File: config.mk
export PLATFORM = sky130hd
export DESIGN_NAME = tpfm_core
export DESIGN_NICKNAME = d
export VERILOG_FILES = /design/src/tpfm_pkg.sv /design/src/tpfm_core.sv
export VERILOG_INCLUDE_DIRS = /design/src /design/src/src
export SDC_FILE = /design/constraint.sdc
export NUM_CORES = 1
export LEC_CHECK = 0
export ABC_AREA = 1
export BUFFER_PORTS_ARGS = -buffer_cell sky130_fd_sc_hd__buf_2
export CORE_ASPECT_RATIO = 0.8
export CORE_UTILIZATION = 51
export CTS_BUF_LIST = sky130_fd_sc_hd__clkbuf_8
export DETAILED_ROUTE_END_ITERATION = 10
export MAX_ROUTING_LAYER = met4
export PLACE_DENSITY = 0.77
export SETUP_SLACK_MARGIN = 0.15
export SLEW_MARGIN = 0
export SYNTH_ARGS = -nofsm -noshare
export SYNTH_HDL_FRONTEND = slang
export SYNTH_SLANG_ARGS = --single-unit
File: constraint.sdc
create_clock -name core_clk -period 3.1 [get_ports core_clk]
set_input_delay 0.465 -clock core_clk [delete_from_list [all_inputs] [get_ports core_clk]]
set_output_delay 0.465 -clock core_clk [all_outputs]
set_load 0.02 [all_outputs]
File: src/tpfm_defines.svh
`ifndef TPFM_DEFINES_SVH
`define TPFM_DEFINES_SVH

// Register bus geometry.
`define TPFM_ADDR_W 8
`define TPFM_DATA_W 32

// Register byte offsets.
`define TPFM_CTRL_OFS 8'h00
`define TPFM_STAT_OFS 8'h04
`define TPFM_IRQ_STAT_OFS 8'h08
`define TPFM_IRQ_MASK_OFS 8'h0C

// Control register fields and reset value.
`define TPFM_CTRL_W 3
`define TPFM_CTRL_FALL_THRU 0
`define TPFM_CTRL_BBYTE 1
`define TPFM_CTRL_CBYTE 2
`define TPFM_CTRL_RST 3'h0

// Interrupt status and mask layout.
`define TPFM_IRQ_W 4
`define TPFM_IRQ_MAIL_AB 0
`define TPFM_IRQ_MAIL_CA 1
`define TPFM_IRQ_F1FULL 2
`define TPFM_IRQ_F2FULL 3
`define TPFM_IRQ_RST 4'h0

// Bus responses.
`define TPFM_RESP_OKAY 2'h0
`define TPFM_RESP_SLVERR 2'h2

// Long word packing: index of the last piece per long word.
`define TPFM_WORD_LAST 2'h1
`define TPFM_BYTE_LAST 2'h3

// Lane widths.
`define TPFM_A_W 36
`define TPFM_MAIL_W 18
`define TPFM_BYTE_W 9

`endif

File: src/tpfm_pkg.sv
package tpfm_pkg;

  typedef struct packed {
    logic chip_select_n;
    logic direction;
    logic mailbox_select;
    logic enable;
  } tpfm_porta_ctl_t;

  typedef struct packed {
    logic chip_select_n;
    logic mailbox_select;
    logic enable;
  } tpfm_port_ctl_t;

  typedef struct packed {
    logic mailbox_two_full;
    logic mailbox_one_full;
    logic portc_almost_full;
    logic porta_almost_full;
    logic porta_almost_empty;
    logic portb_almost_empty;
    logic fifo2_room;
    logic fifo1_room;
  } tpfm_flags_t;

endpackage

File: src/tpfm_core.sv
`timescale 1ns/1ps
`include "tpfm_defines.svh"

// What this block does
// - Fall-through mode: port-A input ready rises at next port-A edge after freeing read.
// - Standard mode: port-A full flag rises one port-A clock after freeing read.
// - Port-A flag update counts from the read that ends a long word.
// - Port-C full flag drops on the write completing a long word that fills FIFO2.
// - Port-C full flag rises at next port-C edge after port-A frees space.
// - Port-B almost-empty rises at next port-B edge after port-A write leaves range.
// - Port-B almost-empty drops on the last-piece read entering the range.
// - Port-A almost-empty rises at next port-A edge after port-C write.
// - Port-A updates count from the port-C write that completes a long word.
// - Port-A almost-full rises at next port-A edge after port-B read leaves range.
// - Port-C almost-full rises after port-A read; falls on long-word write.
// - Word size: mailbox A-to-B takes A bits 0-17, shown on all 18 B bits.
// - Byte size: mailbox A-to-B keeps A bits 0-8, shown on B bits 0-8.
// - Word size: mailbox C-to-A shows all 18 C bits on A bits 18-35.
// - Byte size: mailbox C-to-A keeps C bits 0-8, shown on A bits 18-26.
module tpfm_core
  import tpfm_pkg::*;
#(
  parameter int DEPTH = 256,
  parameter int AE_OFFSET = 8,
  parameter int AF_OFFSET = 8
) (
  input logic core_clk,
  input logic rst_n,
  input logic core_ce,
  input logic [`TPFM_ADDR_W-1:0] s_axi_awaddr,
  input logic s_axi_awvalid,
  output logic s_axi_awready,
  input logic [`TPFM_DATA_W-1:0] s_axi_wdata,
  input logic [3:0] s_axi_wstrb,
  input logic s_axi_wvalid,
  output logic s_axi_wready,
  output logic [1:0] s_axi_bresp,
  output logic s_axi_bvalid,
  input logic s_axi_bready,
  input logic [`TPFM_ADDR_W-1:0] s_axi_araddr,
  input logic s_axi_arvalid,
  output logic s_axi_arready,
  output logic [`TPFM_DATA_W-1:0] s_axi_rdata,
  output logic [1:0] s_axi_rresp,
  output logic s_axi_rvalid,
  input logic s_axi_rready,
  output logic irq,
  input logic porta_clock,
  input tpfm_porta_ctl_t porta_ctl,
  input logic [`TPFM_A_W-1:0] porta_data_in,
  output logic [`TPFM_A_W-1:0] porta_data_out,
  output logic porta_data_oe,
  output logic porta_input_ready,
  output logic porta_full_flag,
  output logic porta_almost_empty,
  output logic porta_almost_full,
  input logic portb_clock,
  input tpfm_port_ctl_t portb_ctl,
  output logic [`TPFM_MAIL_W-1:0] portb_data_out,
  output logic portb_data_oe,
  output logic portb_almost_empty,
  input logic portc_clock,
  input tpfm_port_ctl_t portc_ctl,
  input logic [`TPFM_MAIL_W-1:0] portc_data_in,
  output logic portc_input_ready,
  output logic portc_full_flag,
  output logic portc_almost_full,
  output logic mailbox_one_full,
  output logic mailbox_two_full
);

  localparam int CW = $clog2(DEPTH + 1);
  localparam int SAW = 1 + $bits(tpfm_porta_ctl_t) + `TPFM_A_W;
  localparam int SBW = 1 + $bits(tpfm_port_ctl_t);
  localparam int SCW = 1 + $bits(tpfm_port_ctl_t) + `TPFM_MAIL_W;

  function automatic logic [1:0] last_piece(input logic byte_size);
    return byte_size ? `TPFM_BYTE_LAST : `TPFM_WORD_LAST;
  endfunction

  function automatic logic above_ae(input logic [CW-1:0] n);
    return n > CW'(AE_OFFSET);
  endfunction

  function automatic logic below_af(input logic [CW-1:0] n);
    return n < CW'(DEPTH - AF_OFFSET);
  endfunction

  logic [`TPFM_CTRL_W-1:0] ctrl;
  logic [`TPFM_IRQ_W-1:0] irq_status;
  logic [`TPFM_IRQ_W-1:0] irq_mask;
  logic fall_through_mode;
  logic portb_width_select;
  logic portc_width_select;

  assign fall_through_mode = ctrl[`TPFM_CTRL_FALL_THRU];
  assign portb_width_select = ctrl[`TPFM_CTRL_BBYTE];
  assign portc_width_select = ctrl[`TPFM_CTRL_CBYTE];

  // Every port pin, port clocks included, passes two flops before use; register bus pins and core_ce do not.
  logic [SAW-1:0] a_s1, a_s2;
  logic [SBW-1:0] b_s1, b_s2;
  logic [SCW-1:0] c_s1, c_s2;
  logic a_clk_q, b_clk_q, c_clk_q;

  always_ff @(posedge core_clk or negedge rst_n) begin
    if (!rst_n) begin
      a_s1 <= '0;
      a_s2 <= '0;
      b_s1 <= '0;
      b_s2 <= '0;
      c_s1 <= '0;
      c_s2 <= '0;
      a_clk_q <= 1'h0;
      b_clk_q <= 1'h0;
      c_clk_q <= 1'h0;
    end else if (core_ce) begin
      a_s1 <= {porta_clock, porta_ctl, porta_data_in};
      a_s2 <= a_s1;
      b_s1 <= {portb_clock, portb_ctl};
      b_s2 <= b_s1;
      c_s1 <= {portc_clock, portc_ctl, portc_data_in};
      c_s2 <= c_s1;
      a_clk_q <= a_s2[SAW-1];
      b_clk_q <= b_s2[SBW-1];
      c_clk_q <= c_s2[SCW-1];
    end
  end

  tpfm_porta_ctl_t a_ctl;
  tpfm_port_ctl_t b_ctl, c_ctl;
  logic [`TPFM_A_W-1:0] a_data;
  logic [`TPFM_MAIL_W-1:0] c_data;
  logic a_edge, b_edge, c_edge;

  assign a_ctl = a_s2[SAW-2:`TPFM_A_W];
  assign a_data = a_s2[`TPFM_A_W-1:0];
  assign b_ctl = b_s2[SBW-2:0];
  assign c_ctl = c_s2[SCW-2:`TPFM_MAIL_W];
  assign c_data = c_s2[`TPFM_MAIL_W-1:0];
  assign a_edge = core_ce & a_s2[SAW-1] & ~a_clk_q;
  assign b_edge = core_ce & b_s2[SBW-1] & ~b_clk_q;
  assign c_edge = core_ce & c_s2[SCW-1] & ~c_clk_q;

  logic [CW-1:0] fifo1_count, fifo2_count, fifo1_next, fifo2_next;
  logic fifo1_room, fifo2_room;
  logic [1:0] b_piece, c_piece;
  logic a_sel, a_wr1, a_rd2, a_mail_wr, a_mail_rd;
  logic b_sel, b_rd1, b_done, b_mail_rd;
  logic c_sel, c_wr2, c_done, c_mail_wr;

  // Writes against a low room flag and reads of an empty FIFO are ignored.
  assign a_sel = a_edge & ~a_ctl.chip_select_n & a_ctl.enable;
  assign a_wr1 = a_sel & a_ctl.direction & ~a_ctl.mailbox_select
    & fifo1_room;
  assign a_rd2 = a_sel & ~a_ctl.direction & ~a_ctl.mailbox_select
    & (fifo2_count != '0);
  assign a_mail_wr = a_sel & a_ctl.direction & a_ctl.mailbox_select;
  assign a_mail_rd = a_sel & ~a_ctl.direction & a_ctl.mailbox_select;

  assign b_sel = b_edge & ~b_ctl.chip_select_n & b_ctl.enable;
  assign b_rd1 = b_sel & ~b_ctl.mailbox_select & (fifo1_count != '0);
  assign b_done = b_rd1 & (b_piece == last_piece(portb_width_select));
  assign b_mail_rd = b_sel & b_ctl.mailbox_select;

  assign c_sel = c_edge & ~c_ctl.chip_select_n & c_ctl.enable;
  assign c_wr2 = c_sel & ~c_ctl.mailbox_select & fifo2_room;
  assign c_done = c_wr2 & (c_piece == last_piece(portc_width_select));
  assign c_mail_wr = c_sel & c_ctl.mailbox_select;

  // Occupancy is kept in long words; partial pieces do not move it.
  assign fifo1_next = fifo1_count + CW'(a_wr1) - CW'(b_done);
  assign fifo2_next = fifo2_count + CW'(c_done) - CW'(a_rd2);

  always_ff @(posedge core_clk or negedge rst_n) begin
    if (!rst_n) begin
      fifo1_count <= '0;
      fifo2_count <= '0;
    end else if (core_ce) begin
      fifo1_count <= fifo1_next;
      fifo2_count <= fifo2_next;
    end
  end

  always_ff @(posedge core_clk or negedge rst_n) begin
    if (!rst_n) begin
      b_piece <= 2'h0;
      c_piece <= 2'h0;
    end else begin
      if (b_rd1) begin
        b_piece <= b_done ? 2'h0 : b_piece + 2'h1;
      end
      if (c_wr2) begin
        c_piece <= c_done ? 2'h0 : c_piece + 2'h1;
      end
    end
  end

  // Flags of a port move only on that port's own clock edge, so a change
  // made by the far port shows at the first local edge after it.
  always_ff @(posedge core_clk or negedge rst_n) begin
    if (!rst_n) begin
      fifo1_room <= 1'h1;
      porta_almost_empty <= 1'h0;
      porta_almost_full <= 1'h1;
    end else if (a_edge) begin
      fifo1_room <= fifo1_next != CW'(DEPTH);
      porta_almost_empty <= above_ae(fifo2_next);
      porta_almost_full <= below_af(fifo1_next);
    end
  end

  always_ff @(posedge core_clk or negedge rst_n) begin
    if (!rst_n) begin
      portb_almost_empty <= 1'h0;
    end else if (b_edge) begin
      portb_almost_empty <= above_ae(fifo1_next);
    end
  end

  always_ff @(posedge core_clk or negedge rst_n) begin
    if (!rst_n) begin
      fifo2_room <= 1'h1;
      portc_almost_full <= 1'h1;
    end else if (c_edge) begin
      fifo2_room <= fifo2_next != CW'(DEPTH);
      portc_almost_full <= below_af(fifo2_next);
    end
  end

  // Ports A and C each have both pins; the mode drives one and holds the other low.
  assign porta_input_ready = fall_through_mode & fifo1_room;
  assign porta_full_flag = ~fall_through_mode & fifo1_room;
  assign portc_input_ready = fall_through_mode & fifo2_room;
  assign portc_full_flag = ~fall_through_mode & fifo2_room;

  logic [`TPFM_MAIL_W-1:0] mailbox_a_to_b, mailbox_c_to_a;

  // New mail wins over a release in the same cycle so it is never lost.
  always_ff @(posedge core_clk or negedge rst_n) begin
    if (!rst_n) begin
      mailbox_a_to_b <= '0;
      mailbox_one_full <= 1'h1;
      portb_data_out <= '0;
    end else begin
      if (b_mail_rd) begin
        mailbox_one_full <= 1'h1;
        portb_data_out <= mailbox_a_to_b;
      end
      if (a_mail_wr) begin
        mailbox_one_full <= 1'h0;
        mailbox_a_to_b <= portb_width_select
          ? {9'h0, a_data[`TPFM_BYTE_W-1:0]}
          : a_data[`TPFM_MAIL_W-1:0];
      end
    end
  end

  always_ff @(posedge core_clk or negedge rst_n) begin
    if (!rst_n) begin
      mailbox_c_to_a <= '0;
      mailbox_two_full <= 1'h1;
      porta_data_out <= '0;
    end else begin
      if (a_mail_rd) begin
        mailbox_two_full <= 1'h1;
        porta_data_out <= {mailbox_c_to_a, 18'h0};
      end
      if (c_mail_wr) begin
        mailbox_two_full <= 1'h0;
        mailbox_c_to_a <= portc_width_select
          ? {9'h0, c_data[`TPFM_BYTE_W-1:0]}
          : c_data;
      end
    end
  end

  always_ff @(posedge core_clk or negedge rst_n) begin
    if (!rst_n) begin
      porta_data_oe <= 1'h0;
      portb_data_oe <= 1'h0;
    end else begin
      if (a_edge) begin
        porta_data_oe <= ~a_ctl.chip_select_n & ~a_ctl.direction;
      end
      if (b_edge) begin
        portb_data_oe <= ~b_ctl.chip_select_n;
      end
    end
  end

  // Register bus: address and data may arrive in either order.
  logic aw_got, w_got;
  logic [`TPFM_ADDR_W-1:0] aw_addr;
  logic [`TPFM_DATA_W-1:0] w_data;
  logic [3:0] w_strb;
  logic do_write, wr_ok, wr_low;
  logic [`TPFM_IRQ_W-1:0] irq_clear, irq_set;

  assign s_axi_awready = ~aw_got & ~s_axi_bvalid;
  assign s_axi_wready = ~w_got & ~s_axi_bvalid;
  assign s_axi_arready = ~s_axi_rvalid;
  assign do_write = aw_got & w_got & ~s_axi_bvalid;
  assign wr_low = do_write & w_strb[0];
  assign wr_ok = (aw_addr == `TPFM_CTRL_OFS)
    || (aw_addr == `TPFM_IRQ_STAT_OFS) || (aw_addr == `TPFM_IRQ_MASK_OFS);

  always_ff @(posedge core_clk or negedge rst_n) begin
    if (!rst_n) begin
      aw_got <= 1'h0;
      w_got <= 1'h0;
      aw_addr <= '0;
      w_data <= '0;
      w_strb <= 4'h0;
      s_axi_bvalid <= 1'h0;
      s_axi_bresp <= `TPFM_RESP_OKAY;
    end else if (core_ce) begin
      if (s_axi_awvalid && s_axi_awready) begin
        aw_got <= 1'h1;
        aw_addr <= {s_axi_awaddr[`TPFM_ADDR_W-1:2], 2'h0};
      end
      if (s_axi_wvalid && s_axi_wready) begin
        w_got <= 1'h1;
        w_data <= s_axi_wdata;
        w_strb <= s_axi_wstrb;
      end
      if (do_write) begin
        aw_got <= 1'h0;
        w_got <= 1'h0;
        s_axi_bvalid <= 1'h1;
        s_axi_bresp <= wr_ok ? `TPFM_RESP_OKAY : `TPFM_RESP_SLVERR;
      end else if (s_axi_bvalid && s_axi_bready) begin
        s_axi_bvalid <= 1'h0;
      end
    end
  end

  // Changing size selects mid-stream corrupts piece counting.
  always_ff @(posedge core_clk or negedge rst_n) begin
    if (!rst_n) begin
      ctrl <= `TPFM_CTRL_RST;
      irq_mask <= `TPFM_IRQ_RST;
    end else if (wr_low && core_ce) begin
      if (aw_addr == `TPFM_CTRL_OFS) begin
        ctrl <= w_data[`TPFM_CTRL_W-1:0];
      end
      if (aw_addr == `TPFM_IRQ_MASK_OFS) begin
        irq_mask <= w_data[`TPFM_IRQ_W-1:0];
      end
    end
  end

  assign irq_clear = (wr_low && aw_addr == `TPFM_IRQ_STAT_OFS)
    ? w_data[`TPFM_IRQ_W-1:0] : '0;
  assign irq_set = {c_done && fifo2_next == CW'(DEPTH),
    a_wr1 && fifo1_next == CW'(DEPTH), c_mail_wr, a_mail_wr};

  always_ff @(posedge core_clk or negedge rst_n) begin
    if (!rst_n) begin
      irq_status <= `TPFM_IRQ_RST;
      irq <= 1'h0;
    end else if (core_ce) begin
      irq_status <= (irq_status & ~irq_clear) | irq_set;
      irq <= |(((irq_status & ~irq_clear) | irq_set) & irq_mask);
    end
  end

  tpfm_flags_t flags;
  logic [`TPFM_DATA_W-1:0] rd_word;
  logic rd_ok;

  assign flags = '{mailbox_two_full, mailbox_one_full, portc_almost_full,
    porta_almost_full, porta_almost_empty, portb_almost_empty,
    fifo2_room, fifo1_room};

  always_comb begin
    rd_word = '0;
    rd_ok = 1'h1;
    unique case ({s_axi_araddr[`TPFM_ADDR_W-1:2], 2'h0})
      `TPFM_CTRL_OFS: rd_word[`TPFM_CTRL_W-1:0] = ctrl;
      `TPFM_STAT_OFS: rd_word[$bits(tpfm_flags_t)-1:0] = flags;
      `TPFM_IRQ_STAT_OFS: rd_word[`TPFM_IRQ_W-1:0] = irq_status;
      `TPFM_IRQ_MASK_OFS: rd_word[`TPFM_IRQ_W-1:0] = irq_mask;
      default: rd_ok = 1'h0;
    endcase
  end

  always_ff @(posedge core_clk or negedge rst_n) begin
    if (!rst_n) begin
      s_axi_rvalid <= 1'h0;
      s_axi_rdata <= '0;
      s_axi_rresp <= `TPFM_RESP_OKAY;
    end else if (core_ce) begin
      if (s_axi_arvalid && s_axi_arready) begin
        s_axi_rvalid <= 1'h1;
        s_axi_rdata <= rd_word;
        s_axi_rresp <= rd_ok ? `TPFM_RESP_OKAY : `TPFM_RESP_SLVERR;
      end else if (s_axi_rvalid && s_axi_rready) begin
        s_axi_rvalid <= 1'h0;
      end
    end
  end
endmodule

Word level (Yosys, flattened, before mapping)
Index checks and enable logic that the tools add are counted.
{"block": "totals", "n_memories": 0, "in_bits": 127, "mem_bits_ro": 0, "latchBits": 0, "regBits": 280, "ram_bits": 0}
{"block": "classes", "n_mux": 25, "shifts": 0, "eq_ne": 11, "div": 0, "add_sub_neg": 6, "magnitude_cmp": 4, "n_bitwise": 57, "mul": 0, "n_reduce_logical": 33}
{"op": "$and A1 B1 Y1", "n": 38}
{"op": "$mux W18", "n": 2}
{"op": "$eq A6 B2 Y1 const B", "n": 4}
{"op": "$reduce_and A2 Y1", "n": 10}
{"op": "$add A9 B1 Y9", "n": 2}
{"op": "$eq A9 B9 Y1 const B", "n": 2}
{"op": "$gt A9 B4 Y1 const B", "n": 2}
{"op": "$lt A9 B8 Y1 const B", "n": 2}
{"op": "$ne A9 B9 Y1 const B", "n": 2}
{"op": "$reduce_bool A9 Y1", "n": 2}
{"op": "$sub A9 B1 Y9", "n": 2}
{"op": "$not A1 Y1", "n": 15}
{"op": "$mux W1", "n": 13}
{"op": "$mux W2", "n": 6}
{"op": "$pmux W3 S4", "n": 1}
{"op": "$reduce_bool A2 Y1", "n": 6}
{"op": "$logic_and A1 B1 Y1", "n": 9}
{"op": "$and A4 B4 Y4", "n": 2}
{"op": "$logic_not A8 Y1", "n": 1}
{"op": "$mux W4", "n": 2}
{"op": "$reduce_or A4 Y1", "n": 2}
{"op": "$eq A6 B1 Y1 const B", "n": 1}
{"op": "$logic_not A6 Y1", "n": 1}
{"op": "$add A2 B1 Y2 const B", "n": 2}
{"op": "5 further kinds", "n": 7}

Depth between registers and ports, before layout
{"block": "depth", "word_depth": 14, "depth_mapped": 29}

Worst setup path before layout
No wires, ideal clock.
{"block": "synth_path", "path_type": "input to register", "from": "input core_ce", "to": "register irq", "arrival_ns": 3.079, "stages": 22, "setup_time_ns": 0.065, "path_buffers": 1, "setup_slack_ns": -0.044, "path_cell_list": "buf_4 nand2_4 nor2_8 nand3_2 nor3_4 nand2_2 a21oi_2 inv_1 ha_1 inv_1 ha_1 fa_1 nand2_1 nand3_1 nand2_1 xor2_1 nand3_1 nor2_1 nand3_1 nand2_1 nand3_1 nand2_1"}
{"block": "synth_between", "elab_chain_len": 14, "word_cells_on_any_way": 37}
{"item": "start: declaration", "line": "tpfm_core.sv:29", "text": "input logic core_ce,"}
{"item": "$and A1 B1 Y1 (on tied branches) (2 in series)", "line": "tpfm_core.sv:141, tpfm_core.sv:143"}
{"item": "$and A1 B1 Y1 (on tied branches) (2 in series)", "line": "tpfm_core.sv:153, tpfm_core.sv:166"}
{"item": "$and A1 B1 Y1 (on tied branches)", "line": "tpfm_core.sv:154, tpfm_core.sv:158, tpfm_core.sv:167"}
{"item": "$and A1 B1 Y1 (on tied branches)", "line": "tpfm_core.sv:154, tpfm_core.sv:167"}
{"item": "$and A1 B1 Y1 (on tied branches)", "line": "tpfm_core.sv:155, tpfm_core.sv:168"}
{"item": "$add A9 B1 Y9 (on tied branches)", "line": "tpfm_core.sv:172, tpfm_core.sv:173"}
{"item": "$sub A9 B1 Y9 (on tied branches)", "line": "tpfm_core.sv:172, tpfm_core.sv:173"}
{"item": "$eq A9 B9 Y1 (on tied branches)", "line": "tpfm_core.sv:356, tpfm_core.sv:355"}
{"item": "$logic_and A1 B1 Y1 (on tied branches)", "line": "tpfm_core.sv:356, tpfm_core.sv:355"}
{"item": "$or A4 B4 Y4", "line": "tpfm_core.sv:364", "text": "irq <= |(((irq_status & ~irq_clear) | irq_set) & irq_mask);"}
{"item": "$and A4 B4 Y4", "line": "tpfm_core.sv:364"}
{"item": "$reduce_or A4 Y1", "line": "tpfm_core.sv:364"}
{"item": "end signal: assignment", "line": "tpfm_core.sv:364"}
{"item": "end: declaration", "line": "tpfm_core.sv:47", "text": "output logic irq,"}
Several ways; a longest one is shown, not always the timed one.
A chain may end at the register's enable or synchronous reset.

Final worst setup path
{"block": "layout_path", "from": "register fifo1_count[3]", "to": "register irq"}
{"block": "layout_between", "elab_chain_len": 9, "word_cells_on_any_way": 10}
{"item": "start: declaration", "line": "tpfm_core.sv:145", "text": "logic [CW-1:0] fifo1_count, fifo2_count, fifo1_next, fifo2_next;"}
{"item": "start signal: assignment", "line": "tpfm_core.sv:180", "text": "fifo1_count <= fifo1_next;"}
{"item": "branches (longest 3 deep; another with $add A9 B1 Y9)"}
{"item": "$sub A9 B1 Y9 *", "line": "tpfm_core.sv:172", "text": "assign fifo1_next = fifo1_count + CW'(a_wr1) - CW'(b_done);"}
{"item": "$eq A9 B9 Y1 *", "line": "tpfm_core.sv:356", "text": "a_wr1 && fifo1_next == CW'(DEPTH), c_mail_wr, a_mail_wr};"}
{"item": "$logic_and A1 B1 Y1 *", "line": "tpfm_core.sv:356"}
{"item": "$or A4 B4 Y4 *", "line": "tpfm_core.sv:364"}
{"item": "$and A4 B4 Y4 *", "line": "tpfm_core.sv:364"}
{"item": "$reduce_or A4 Y1 *", "line": "tpfm_core.sv:364"}
Mark *: on every way between the ends.

==> metrics.txt <==
total power=between 10 and 15 mW; synthesized area per cell=8.50 sq um; failing checks=setup timing; CTS H-Tree Depth=2; required time worst endpoint=3580 ps; Critical Path AT=3720 ps; # Max-Cap Violations=0; largest net degree at the start of global routing=100; Initial Util=52.1%; GRT Total Usage=23.4%; max_slew headroom=54.2%; die width=around 160 um; final wirelength=24700 um; non-filler instance count after layout=1796; HPWL after detailed placement=16300 um; CP endpoint kind=flop; HP Class=primary input to flop; maximum clock insertion buffer count=3; Reg power frac=36.9%; cell depth of the worst flop-to-flop path=24; net load switching power=4.67 mW; Post-Synthesis Cell Area=10800 sq um; synth warn=0; RSZ-0062 raised after global routing=true; vias per inst=4.82; maximum resistive drop on vdd=0.000463 V; initial antenna violation count=2; Clock transition at path regs=70 ps; Mapped Cells=1273; first-pass GRT wire length=a little under 40000 um; vias in the first global route=8125; post-placement cell count=1695; row count=47; drt drc=0; Std-Cell Core Area=20800 sq um; proportion of layout cells with a drive suffix above 1=between 20% and 30%; via count=8664; Comb power frac=41.4%; number of flops mapped to enable cells by yosys=0; Top FF cell, synth=dfrtp_1; final setup violation count=4; clk_lat worst skew=about 550 ps; drt wl/cell=13.7 um; crit path time final=3250 ps; Fmax=308 MHz; power density over the cells=~900 nW/um^2; Leak=7.20 nW; Final Hold Vio Count=0; Initial DRT Pass Iterations=5; Final GP Congestion=0.910; setup_tns=-361 ps; TritonCTS buffer count=40; Port Buffer Count=137; Routed Antenna Nets=0; Startpoint Class=flop; total gr overflow=0; sw frac=39.1%; synthesis-stage register bit count=between 200 and 250; Clock power frac=21.7%; max-slew violations=0; register area share after synthesis=56.0%; CTS Sinks=242; Crit Path Max Fanout=2; Setup CP Type=flop to flop; Synth cell types=40; period utilization=105%; Worst Setup Slack, final=-147 ps; Area Growth Syn to Fin=23.0%; internal power=around 7.3 mW; final net count=1649; Final Skew=around 20 ps; status=complete, but fails checks; Async SR Flop Fraction=100%; DIE HEIGHT=around 130 um; CTS tree=built; Hold Path Cell Cnt=3; initial detailed-routing violation count=644; Die Area=21800 sq um; measured slew at the worst slew-check pin=about 690 ps; I/O pins=235; Clock Tree Root=clkbuf_8
-- state kept, by name (all words and copies together) (netlist names), 18 cells and up --
name            flops
a_s1               23
porta_data_out     18
c_s2               22
a_s2               23
portb_data_out     18
mailbox_c_to_a     18
mailbox_a_to_b     18
c_s1               22
-- power groups by stage --
stage / Combinational, mW / Sequential [mW] / Clock (mW)
floorplan: 2.36 / 4.66 / 0
global placement: 4.08 / 4.42 / 0
detailed placement: 4.18 / 4.44 / 0
CTS: 4.38 / 4.40 / 2.66
global route: 5.51 / 4.51 / 2.83
finish: 4.95 / 4.41 / 2.59
-- cells by family after synthesis --
| group | Yosys count | share of synthesized area (%) |
|---|---|---|
| fa+ha+maj | 25 | 3.03 |
| mux | 1 | 0.104 |
| flops | 242 | 56.0 |
| buf+inv | 225 | 9.49 |
| xor+xnor | 11 | 0.890 |
| simple gates | 604 | 22.5 |
| other cells | 1 | 0.0346 |
| compound gates | 164 | 7.97 |
-- path summary, 6_finish.rpt --
check	from	to	slack (ps)
max in group asynchronous	rst_n	fifo2_room	1620
min reg2reg	a_s1[5]	a_s1[5]	470
min	portc_data_in[4]	c_s1[4]	110
min in group asynchronous	rst_n	mailbox_a_to_b[11]	510
max	fifo1_count[3]	irq	-150
max reg2reg	fifo1_count[3]	irq	-150
-- Yosys cell counts (2+ instances only) --
master,count,area share [%]
o21ai_0,124,5.7
nand3_2,2,0.18
nand3_1,47,2.2
nand2_1,479,17
dfstp_2,6,1.5
nand4_1,10,0.58
nor2_2,4,0.23
o21bai_1,2,0.14
o31ai_1,4,0.28
clkbuf_2,2,0.092
ha_1,23,2.7
inv_2,4,0.14
a21oi_1,16,0.74
dfrtp_1,236,55
a21oi_2,2,0.16
fa_1,2,0.37
buf_2,6,0.28
xnor2_1,2,0.16
buf_4,46,3.2
xor2_1,9,0.73
o21ai_1,6,0.28
inv_1,131,4.5
nor2_1,51,1.8
o22ai_1,7,0.40
clkbuf_1,35,1.2
nor3_1,3,0.14
-- area by class of cell --
class / instances / area (sq um)
clock buffers: 46 / 633
repair buffers: 228 / 1420
fillers: 1775 / 7450
multi-input cells: 849 / 4230
inverters: 136 / 512
flip-flops and latches: 242 / 6060
clock inverters: 24 / 106
well taps: 269 / 337
diodes: 2 / 5.00
-- through the flow --
stage,area [sq um],utilization [%],setup slack [ps],hold slack (ps)
finish,13300,64.1,-147,113
global route,13300,64.1,-393,95.2
CTS,13000,62.4,4.46,88.3
detailed placement,12000,57.9,-358,458
global placement,12000,57.9,-268,453
floorplan,11000,-,20.9,169
-- placed cells by master (no fill, tap or decap), drive strengths merged, types with 6 or more instances in the layout --
cell type  instances
nand2            481
dfrtp            236
buf              227
inv              157
o21ai            130
nor2              56
nand3             49
clkbuf            46
conb              44
ha                23
a21oi             18
nand4             10
xor2               9
o22ai              7
dfstp              6
-- critical path: stages, from the launching register on --
cell	delay, ps
dfrtp_1	370
inv_2	60
ha_4	150
nand4_1	120
o21ai_2	90
nor2_2	140
nand2_1	100
a21oi_2	150
o21ai_2	80
nor2_2	140
inv_2	50
nand2_2	70
ha_4	130
inv_2	30
fa_2	530
nand2_1	80
nor2_2	120
nand3_2	110
nor2_4	140
nand4_1	150
nand2_1	140
nand2_1	60
nand2_1	60
nand2_1	60
nand2_1	50
-- timing repair --
item,CTS,global route
hold endpoints to repair,85,0
pin swaps,21,33
endpoints found under the setup margin,10,18
setup buffers,16,12
resized for setup,26,59
hold buffers,1,0
-- layer usage --
metal	GRT usage, %	up-vias	routed length [um]
li1	-	4345	-
met1	34.1	4063	11800
met2	33.7	210	11100
met3	4.12	46	1310
met4	6.68	0	450
met5	-	-	0
(Power assumes the default switching activity.)
